**config.mk**
```make
export PLATFORM = sky130hd
export DESIGN_NAME = cmsc_clock_ctrl
export DESIGN_NICKNAME = d
export VERILOG_FILES = /design/src/include/cmsc_pkg.sv /design/src/verilog/cmsc_osc_qual.sv /design/src/verilog/cmsc_clock_ctrl.sv
export VERILOG_INCLUDE_DIRS = /design/src /design/src/include
export SDC_FILE = /design/constraint.sdc
export NUM_CORES = 1
export LEC_CHECK = 0
export ABC_CLOCK_PERIOD_IN_PS = 1820
export BUFFER_PORTS_ARGS = -buffer_cell sky130_fd_sc_hd__buf_2
export CORE_MARGIN = 4
export CORE_UTILIZATION = 25
export CTS_CLUSTER_SIZE = 30
export DETAILED_ROUTE_END_ITERATION = 7
export GPL_TIMING_DRIVEN = 0
export PLACE_DENSITY = 0.57
export SYNTH_ARGS = -nofsm -noshare
export SYNTH_HDL_FRONTEND = slang
export SYNTH_SLANG_ARGS = --single-unit
export TNS_END_PERCENT = 10
```
**constraint.sdc**
```tcl
create_clock -name hclk -period 1.82 [get_ports hclk]
set_clock_uncertainty 0.15 [all_clocks]
set_input_delay 0.182 -clock hclk [delete_from_list [all_inputs] [get_ports hclk]]
set_output_delay 0.182 -clock hclk [all_outputs]
set_load 0.02 [all_outputs]
```
**src/include/cmsc_defines.svh**
```systemverilog
// Notes on behaviour
// - Oscillator-clocked run mode takes the bus clock from the oscillator clock.
// - PLL stays running to qualify the oscillator; software keeps it valid.
// - Wait mode is handled exactly as run mode; no clock changes.
// - Stop mode is entered only on the core's stop instruction.
// - In stop the regulator goes to reduced power; periodic timer stays.
// - In stop PLL, 1 MHz reference, core, bus and debug clocks are off.
// - Pseudo stop needs pseudo-stop and oscillator enable set; else full stop.
// - Full stop disables the external crystal oscillator.
// - Full stop, upper watchdog select zero: watchdog and tick counters halt.
// - Wake from that case: PLL select set, watchdog lower and tick select cleared.
// - Full stop, upper select one: watchdog runs on RC clock, tick halts.
// - Wake from that case: PLL select set, watchdog on RC, tick on RC.
`ifndef CMSC_DEFINES_SVH
`define CMSC_DEFINES_SVH

// ==========================================================
// Register map
`define CMSC_CTRL_ADDR     12'h000
`define CMSC_STAT_ADDR     12'h004

// ==========================================================
// Control fields
`define CMSC_CTRL_W        6
`define CMSC_OSC_EN        0
`define CMSC_PLL_SEL       1
`define CMSC_PSTOP         2
`define CMSC_WDOG_SEL_LO   3
`define CMSC_WDOG_SEL_HI   4
`define CMSC_TICK_SEL      5
`define CMSC_CTRL_RST      6'h02

// ==========================================================
// Status fields
`define CMSC_ST_OSC_UP     0
`define CMSC_ST_PLL_LOCK   1
`define CMSC_ST_WAIT       2
`define CMSC_ST_BUS_OSC    3
`define CMSC_ST_STATE_LSB  4

// ==========================================================
// Timing
`define CMSC_OSC_QUAL_CYC  16'h0100

`endif

```
**src/include/cmsc_pkg.sv**
```systemverilog
package cmsc_pkg;

  // ==========================================================
  // Power state, one-hot
  typedef enum logic [3:0] {
    CMSC_ST_RUN    = 4'b0001,
    CMSC_ST_FULL   = 4'b0010,
    CMSC_ST_PSEUDO = 4'b0100,
    CMSC_ST_WAKE   = 4'b1000
  } cmsc_state_e;

  // ==========================================================
  // Main block state
  typedef struct packed {
    cmsc_state_e  st;
    logic [5:0]   ctrl;
    logic         wr_pend;
    logic [11:0]  wr_addr;
    logic [31:0]  hrdata;
  } cmsc_regs_s;

  // ==========================================================
  // Qualifier state
  typedef struct packed {
    logic [15:0]  cnt;
    logic         up;
  } cmsc_qual_s;

endpackage : cmsc_pkg

```
**src/verilog/cmsc_osc_qual.sv**
```systemverilog
`timescale 1ns/1ps
`include "cmsc_defines.svh"

module cmsc_osc_qual
  import cmsc_pkg::*;
(
  input  wire logic  hclk,
  input  wire logic  hresetn,
  input  wire logic  osc_on,
  input  wire logic  osc_ready,
  input  wire logic  pll_running,
  output logic       osc_up
);

  cmsc_qual_s q_r;
  cmsc_qual_s q_nxt;

  // ==========================================================
  // Qualification counter
  always_comb begin
    q_nxt = q_r;
    if (!osc_on || !osc_ready || !pll_running) begin
      // Any glitch restarts the count; the flag drops with it
      q_nxt.cnt = 16'h0000;
      q_nxt.up  = 1'b0;
    end else if (q_r.cnt == `CMSC_OSC_QUAL_CYC) begin
      q_nxt.up  = 1'b1;
    end else begin
      q_nxt.cnt = q_r.cnt + 16'h0001;
    end
  end

  always_ff @(posedge hclk or negedge hresetn) begin
    if (!hresetn) begin
      q_r <= '0;
    end else begin
      q_r <= q_nxt;
    end
  end

  assign osc_up = q_r.up;

endmodule : cmsc_osc_qual

```
**src/verilog/cmsc_clock_ctrl.sv**
```systemverilog
// Our own choices: the AHB-Lite register port and the placing of the registers.
`timescale 1ns/1ps
`include "cmsc_defines.svh"

module cmsc_clock_ctrl
  import cmsc_pkg::*;
(
  input  wire logic         hclk,
  input  wire logic         hresetn,
  input  wire logic         hsel,
  input  wire logic [31:0]  haddr,
  input  wire logic [1:0]   htrans,
  input  wire logic         hwrite,
  input  wire logic [2:0]   hsize,
  input  wire logic [31:0]  hwdata,
  input  wire logic         hready,
  output logic              hreadyout,
  output logic              hresp,
  output logic [31:0]       hrdata,
  input  wire logic         cpu_stop,
  input  wire logic         cpu_wait,
  input  wire logic         wake_event,
  input  wire logic         osc_ready,
  input  wire logic         pll_lock,
  output logic              bus_clk_from_osc,
  output logic              pll_enable,
  output logic              one_mhz_internal_reference_enable,
  output logic              xtal_osc_enable,
  output logic              core_clk_enable,
  output logic              bus_clk_enable,
  output logic              debug_clk_enable,
  output logic              regulator_reduced_power,
  output logic              periodic_timer_enable,
  output logic              watchdog_run,
  output logic              watchdog_on_rc,
  output logic              tick_run,
  output logic              tick_on_osc,
  output logic              stop_active,
  output logic              pseudo_stop_active
);

  cmsc_regs_s r_r;
  cmsc_regs_s r_nxt;
  logic       oscillator_up_flag;

  // ==========================================================
  // Helpers
  function automatic logic [31:0] read_word(
    input logic [11:0]  addr,
    input logic [5:0]   ctrl,
    input logic [3:0]   st,
    input logic         osc_up,
    input logic         lock,
    input logic         wt,
    input logic         bus_osc
  );
    logic [31:0] w;
    w = 32'h0000_0000;
    if (addr == `CMSC_CTRL_ADDR) begin
      w[`CMSC_CTRL_W-1:0] = ctrl;
    end else if (addr == `CMSC_STAT_ADDR) begin
      w[`CMSC_ST_OSC_UP]   = osc_up;
      w[`CMSC_ST_PLL_LOCK] = lock;
      w[`CMSC_ST_WAIT]     = wt;
      w[`CMSC_ST_BUS_OSC]  = bus_osc;
      w[`CMSC_ST_STATE_LSB +: 4] = st;
    end
    return w;
  endfunction : read_word

  function automatic logic is_ctrl(input logic [11:0] addr);
    return addr == `CMSC_CTRL_ADDR;
  endfunction : is_ctrl

  // ==========================================================
  // Oscillator qualification
  cmsc_osc_qual u_qual (
    .hclk        (hclk),
    .hresetn     (hresetn),
    .osc_on      (xtal_osc_enable),
    .osc_ready   (osc_ready),
    .pll_running (pll_enable),
    .osc_up      (oscillator_up_flag)
  );

  // ==========================================================
  // Next state
  always_comb begin
    logic        addr_ph;
    logic [5:0]  c;
    logic        bus_osc;
    addr_ph = 1'b0;
    c       = 6'h00;
    bus_osc = 1'b0;
    r_nxt   = r_r;

    // Data phase of a write lands here
    c = r_r.ctrl;
    if (r_r.wr_pend && is_ctrl(r_r.wr_addr)) begin
      c = hwdata[`CMSC_CTRL_W-1:0];
    end

    // Address phase capture, zero wait states
    addr_ph = hsel && hready && htrans[1];
    r_nxt.wr_pend = addr_ph && hwrite;
    if (addr_ph) begin
      r_nxt.wr_addr = haddr[11:0];
    end

    // Power state sequencing
    case (r_r.st)
      CMSC_ST_RUN: begin
        // wait is run
        // cpu_wait only shows in status; clocks are left untouched
        // stop instruction only
        if (cpu_stop) begin
          if (c[`CMSC_PSTOP] && c[`CMSC_OSC_EN]) begin
            r_nxt.st = CMSC_ST_PSEUDO;
          end else begin
            r_nxt.st = CMSC_ST_FULL;
          end
        end
      end
      CMSC_ST_FULL: begin
        if (wake_event) begin
          r_nxt.st = CMSC_ST_WAKE;
          c[`CMSC_PLL_SEL]     = 1'b1;
          c[`CMSC_TICK_SEL]    = 1'b0;
          c[`CMSC_WDOG_SEL_LO] = 1'b0;
        end
      end
      CMSC_ST_PSEUDO: begin
        // Selections kept; oscillator never stopped
        if (wake_event) begin
          r_nxt.st = CMSC_ST_WAKE;
        end
      end
      CMSC_ST_WAKE: begin
        // Clocks come back only after the PLL has relocked
        if (pll_lock) begin
          r_nxt.st = CMSC_ST_RUN;
        end
      end
      default: begin
        r_nxt.st = CMSC_ST_RUN;
      end
    endcase
    r_nxt.ctrl = c;

    bus_osc = !c[`CMSC_PLL_SEL] && oscillator_up_flag && pll_enable;

    // Forwarded so a read right after a write sees new data
    if (addr_ph && !hwrite) begin
      r_nxt.hrdata = read_word(haddr[11:0], c, r_nxt.st,
                               oscillator_up_flag, pll_lock,
                               cpu_wait, bus_osc);
    end
  end

  // ==========================================================
  // State register
  always_ff @(posedge hclk or negedge hresetn) begin
    if (!hresetn) begin
      r_r.st      <= CMSC_ST_RUN;
      r_r.ctrl    <= `CMSC_CTRL_RST;
      r_r.wr_pend <= 1'b0;
      r_r.wr_addr <= 12'h000;
      r_r.hrdata  <= 32'h0000_0000;
    end else begin
      r_r <= r_nxt;
    end
  end

  // ==========================================================
  // Bus answer
  assign hreadyout = 1'b1;
  assign hresp     = 1'b0;
  assign hrdata    = r_r.hrdata;

  // ==========================================================
  // Clock and power outputs
  logic in_stop;
  logic in_full;
  logic in_pseudo;
  assign in_full   = r_r.st == CMSC_ST_FULL;
  assign in_pseudo = r_r.st == CMSC_ST_PSEUDO;
  assign in_stop   = in_full || in_pseudo;

  assign stop_active        = in_stop;
  assign pseudo_stop_active = in_pseudo;

  // bus clock source
  // Up flag lags stop entry by one cycle, so the PLL gates it too
  assign bus_clk_from_osc = !r_r.ctrl[`CMSC_PLL_SEL] && oscillator_up_flag &&
                            pll_enable;

  assign pll_enable   = !in_stop;
  assign one_mhz_internal_reference_enable = !in_stop;

  // gate core, bus, debug
  // Wake keeps them gated too, so no clock runs from an unlocked PLL
  logic [2:0] gate_on;
  genvar      g;
  generate
    for (g = 0; g < 3; g = g + 1) begin : g_gate
      assign gate_on[g] = r_r.st == CMSC_ST_RUN;
    end
  endgenerate
  assign core_clk_enable  = gate_on[0];
  assign bus_clk_enable   = gate_on[1];
  assign debug_clk_enable = gate_on[2];

  assign regulator_reduced_power = in_stop;
  assign periodic_timer_enable   = 1'b1;

  assign xtal_osc_enable = r_r.ctrl[`CMSC_OSC_EN] && !in_full;

  assign watchdog_on_rc = r_r.ctrl[`CMSC_WDOG_SEL_HI];

  // only watchdog survives full stop, and only with upper select one
  // Pseudo stop keeps counters that run on the still-live oscillator
  assign watchdog_run = !in_full || r_r.ctrl[`CMSC_WDOG_SEL_HI];
  assign tick_run     = !in_full &&
                        (!in_pseudo || r_r.ctrl[`CMSC_TICK_SEL]);

  assign tick_on_osc = r_r.ctrl[`CMSC_TICK_SEL];

endmodule : cmsc_clock_ctrl

```
* Yosys cells after proc, flatten, opt, wreduce, memory -nomap -nowiden
Index checks and enable logic that the tools add are counted.
** Operators by class
- Add/subtract/negate cells :: 1
- Eq/ne operators :: 7
- Mux-type cells :: 18
- Reduce and logical (&&, ||, !) cells :: 29
** Operators with widths (count)
- zero test 12 bit :: 2
- two-way mux 17 bit :: 1
- adder 16 x 1 -> 16 bit, second input constant :: 1
- == test 16 x 9 -> 1 bit, second input constant :: 1
- two-way mux 16 bit :: 1
- == test 12 x 3 -> 1 bit, second input constant :: 1
- logical AND 1 bit :: 12
- two-way mux 4 bit :: 3
- two-way mux 6 bit :: 2
- case mux 4 bit (3 select lines) :: 1
- zero test 1 bit :: 8
- two-way mux 8 bit :: 1
- two-way mux 1 bit :: 7
- logical OR 1 bit :: 5
- == test 4 x 1 -> 1 bit, second input constant :: 1
- == test 4 x 2 -> 1 bit, second input constant :: 1
- == test 4 x 3 -> 1 bit, second input constant :: 1
- == test 4 bit, second input constant :: 1
- two-way mux 3 bit :: 1
- two-way mux 2 bit :: 1
- != test 2 x 1 -> 1 bit, second input constant :: 1
- nonzero test 2 bit :: 1
- OR reduction 2 bit :: 1
** Storage, ports and cells
- Flip-flop bits (word level) :: 48
- Input port bits :: 79
- Output and inout port bits :: 49

* Longest topological paths before layout
- Depth after elaboration :: 10
- Gate-level depth with buffers :: 7
- Depth with buffers taken out :: 7

* Modules after synthesis
From an unflattened synthesis, not the netlist that was laid out.
** Unflattened totals
- Cell total of the unflattened synthesis :: 265
- Area total of the unflattened synthesis :: 2703.8 um2
** By module, submodules not included
- cmsc_clock_ctrl :: instances 1, cells an instance 176, area an instance 1830.5 um2, sequential area each 778.2 um2
- cmsc_osc_qual :: instances 1, cells an instance 89, area an instance 873.3 um2, sequential area each 425.4 um2

* Least setup slack after synthesis
OpenSTA, ideal clock, no wires.
- Path type :: flip-flop to flip-flop
- Start point :: reg r_r[51] (netlist name)
- End point :: reg, netlist name hrdata[6]
- Setup time :: 0.084 ns
- Arrival time :: 2.029 ns
- Slack :: -0.443 ns
- Cell stages (with the launch flop) :: 4
- Buffers on the path :: 0
- Cell sequence :: dfstp_2 > nor4b_1 > a32oi_1 > o21ai_0
** Between the ends
- Elaborated cells on any way between the ends :: 8
- Those cells by class :: 4 x eq/ne; 3 x mux; 1 x reduce/logical
** RTL lines
- start, declared :: line cmsc_clock_ctrl.sv:42 : cmsc_regs_s r_r;
- start signal, assigned :: line cmsc_clock_ctrl.sv:170 : r_r <= r_nxt;
- == test 4 x 1 -> 1 bit
- named net bus_clk_enable :: line cmsc_clock_ctrl.sv:30 : output logic bus_clk_enable,
- case mux 4 bit (3 select lines) :: line cmsc_clock_ctrl.sv:111 : case (r_r.st)
- two-way mux 8 bit :: line cmsc_clock_ctrl.sv:61 : end else if (addr == `CMSC_STAT_ADDR) begin
- two-way mux 2 bit :: line cmsc_clock_ctrl.sv:59 : if (addr == `CMSC_CTRL_ADDR) begin
The timed path passes the listed nets, and every way through them passes these cells.
A chain may end at the register's enable or synchronous reset.

* Worst setup path after layout
- Start point :: reg r_r[54] (netlist name)
- End point :: out xtal_osc_enable
** Between the ends
- Word-level cells in the longest chain between the ends :: 3
** Ends and longest elaborated chain
- == test 4 x 2 -> 1 bit :: line cmsc_clock_ctrl.sv:185 : assign in_full = r_r.st == CMSC_ST_FULL;
- zero test 1 bit :: line cmsc_clock_ctrl.sv:216 : assign xtal_osc_enable = r_r.ctrl[`CMSC_OSC_EN] && !in_full;
- logical AND 1 bit :: line cmsc_clock_ctrl.sv:216
- end, declared :: line cmsc_clock_ctrl.sv:28 : output logic xtal_osc_enable,
No other way between the ends.

==> summary.md <==
| Metric | Value |
|---|---|
| Final core occ | `34.7%` |
| Drt pass-1 iters | `4` |
| Synth Area in XOR/XNOR | `4.66%` |
| Final Wtd Congestion | `0.750` |
| Slowest-stage cell, CP | `or4b_4` |
| M1 wire length | `2570 microns` |
| Via/cell ratio | `4.13` |
| GRT Residual Overflow | `0` |
| Layout cells sized above 1 | `39.9%` |
| Final wirelength | `5930 microns` |
| Worst hold path type | `primary input to register` |
| Nets | `448` |
| First-pass GRT wire length | `9690 microns` |
| Die area | `12200 sq um` |
| Placed inst area | `3150 sq um` |
| Vias in the first global route | `1975` |
| H-tree depth | `2` |
| Ys async rst share | `100%` |
| Period Utilization, post-route | `108%` |
| Mapped Area | `2630 sq um` |
| Hold Vio Cnt, Final | `0` |
| Ys Warns | `0` |
| Pwr Density | `803 nW/um^2` |
| End of the critical path | `xtal_osc_enable` |
| Placeable Area | `10300 sq um` |
| Top Metal Used | `met4` |
| Filler cell count in the final layout | `1048` |
| Diode count | `0` |
| Largest family of logic cells by synthesized area | `simple AND/OR/NAND/NOR gates` |
| Worst Setup Start Kind | `register` |
| DP Worst Slack | `-0.327 ns` |
| DRC Markers | `0` |
| Static leakage | `1.67 nW` |
| Adder-cell area share of the yosys netlist | `0.951%` |
| Leading area contributor after synthesis | `dfrtp_1` |
| Biggest cell delay along the critical path | `0.56 ns` |
| CP max FO | `8` |
| Ys flop type | `dfrtp_1` |
| Worst setup path start | `r_r[54]` |
| R2R cell count | `6` |
| R2R Setup Slk | `-0.07 ns` |
| Root Buffer | `clkbuf_8` |
| # clock sinks | `48` |
| Compound-cell area share of the yosys netlist | `6.90%` |
| Largest net degree at the start of global routing | `49` |
| FF-to-FF End | `hrdata[4]` |
| Top cell type's share of synthesized area | `43.8%` |
| Io pins | `128` |
| Sequential share of the synthesized area | `45.8%` |
| Vias | `2079` |
| Number of library cell types mapped by synthesis | `48` |
| Most frequent cells in the layout | `buf_4, buf_2, dfrtp_1, conb_1, nor2_1` |
| Initial antenna violation count | `0` |
| Number of synthesized flops with an enable pin | `0` |
| Worst r2r src | `r_r[33]` |
| Max-cap violations | `0` |
| Slew HR | `29.3%` |
| Row cnt | `37` |
| Levels on crit path | `3` |
| Final ANT Viol Nets | `0` |
| DIE HEIGHT | `111 microns` |
| Most common cell after layout, fill and taps aside | `buf_4` |
| TritonCTS Buffers | `5` |
| Synth-to-layout area growth | `35.8%` |
| Clock latency at the later pin of the worst-skew pair | `0.29 ns` |
| Least-Margin Pin Slew | `1.06 ns` |
| Status | `finished with violations` |
| Final min period | `1.96 ns` |
| Post-synthesis simple-gate area fraction | `19.6%` |
| Met3 wire len | `299 microns` |
| Port Buffers | `50` |
| F_max | `510 MHz` |
| Final setup violation count | `20` |
| CP Capture Type | `output port` |
| Setup ws final | `-0.142 ns` |
| Critical path class | `register to output port` |
| RSZ-0062 raised after global routing | `yes` |
| Synth top area cells | `dfrtp_1, buf_4, mux2_2` |
| #FFs+latches synth | `48` |
| Starting density of the core | `25.6%` |
| Routed WL per cell | `11.8 microns` |
| GRT Total Usage | `9.47%` |
| Violated checks | `setup timing` |
| CTS tree | `built` |
| WP data required | `1.49 ns` |
| Worst vdd ir | `0.293 mV` |
| Cells after Synth | `265` |
| CP top delay family | `simple AND/OR/NAND/NOR gates` |
| Post-DP HPWL | `4450 microns` |
| DRT iter0 DRCs | `48` |
| Mux contribution to synthesized area | `7.52%` |
| CP Buf/Inv Count | `1` |
| Syn Area/Cell | `9.92 sq um` |
| Fin area | `3570 sq um` |
| Cells along the critical path | `or4b_4 > and2_4 > buf_6` |
| Final Slew Violations | `0` |
| Die Wd | `111 microns` |
| Maximum clock path buffer count | `2` |
| Arr. time, crit path | `1.63 ns` |
| Reg clk slew, reported paths | `0.09 ns` |
| WL met2 | `3030 microns` |
## state kept, by name, summed over array words and instances, names as in the netlist
| register | count |
|---|---|
| tick_on_osc | 1 |
| u_qual.osc_up | 1 |
| u_qual.q_r | 16 |
| r_r | 21 |
| watchdog_on_rc | 1 |
| hrdata | 8 |
## kinds of logic after synthesis
logic type | after synthesis
mux | 18
other cells | 2
compound gates | 29
xor+xnor | 14
flops | 48
simple gates | 94
fa+ha+maj | 2
buf+inv | 58
## cell usage after synthesis (2+ instances only)
| master | number |
|---|---|
| a21o_1 | 3 |
| a21oi_1 | 8 |
| a22o_1 | 3 |
| a31oi_1 | 2 |
| buf_4 | 40 |
| clkbuf_1 | 3 |
| conb_1 | 2 |
| dfrtp_1 | 46 |
| dfstp_2 | 2 |
| ha_1 | 2 |
| inv_1 | 13 |
| mux2_2 | 14 |
| mux2i_1 | 4 |
| nand2_1 | 19 |
| nand3_1 | 7 |
| nand3b_1 | 2 |
| nand4_1 | 3 |
| nand4b_1 | 3 |
| nor2_1 | 27 |
| nor2b_1 | 2 |
| nor3_1 | 7 |
| nor4_1 | 4 |
| nor4_2 | 2 |
| nor4b_1 | 3 |
| o21ai_0 | 7 |
| or2_2 | 2 |
| or3_1 | 2 |
| xnor2_1 | 11 |
| xor2_1 | 3 |
## report_power, final
| part | internal [mW] | total (mW) | leakage, nW | switching, mW |
|---|---|---|---|---|
| sequential | 1.18 | 1.29 | 0.620 | 0.111 |
| combinational | 0.488 | 0.963 | 1.01 | 0.475 |
| clock | 0.269 | 0.613 | 0.0412 | 0.344 |
## how the worst min path moves through the flow
stage,from,to,slack (ns),depth (start not counted)
floorplan,hresetn,hrdata[0],-0.26,0
global placement,cpu_wait,hrdata[2],0.26,3
detailed placement,cpu_wait,hrdata[2],0.25,3
CTS,hwdata[2],r_r[47],0.003,2
global route,hwdata[0],r_r[45],0.01,2
finish,hwdata[2],r_r[47],0.02,2
## through the flow
stage	hold WS [ns]	power, mW	TNS [ns]	cells
floorplan	-0.264	1.82	-1.52	290
global placement	0.261	2.03	-3.47	476
detailed placement	0.252	2.04	-3.63	476
CTS	0.00263	2.87	-1.84	503
global route	0.0124	3.03	-3.29	504
finish	0.0192	2.87	-1.08	504
## metal layers
metal,vias to the layer above,global-route usage [%]
li1,1041,-
met1,982,12.0
met2,52,16.3
met3,4,2.41
met4,0,1.97
met5,-,0
## cell type report
cell class                 count  area (sq um)  share of cell area, %
tap                          136           170                   4.77
buffer                        45           343                   9.60
sequential                    48          1210                   33.9
inverter                      13          48.8                   1.37
timing repair buffer          70           477                   13.3
multi-input combinational    184          1240                   34.6
clock buffer                   6          72.6                   2.03
clock inverter                 2          12.5                  0.350
## timing repair
item	4_1_cts	5_1_grt
endpoints found under the setup margin	27	37
hold buffers	16	0
pin swaps	7	5
setup buffers	3	1
endpoints found under the hold margin	61	0
gates resized for setup	25	19
(Power assumes the default switching activity.)
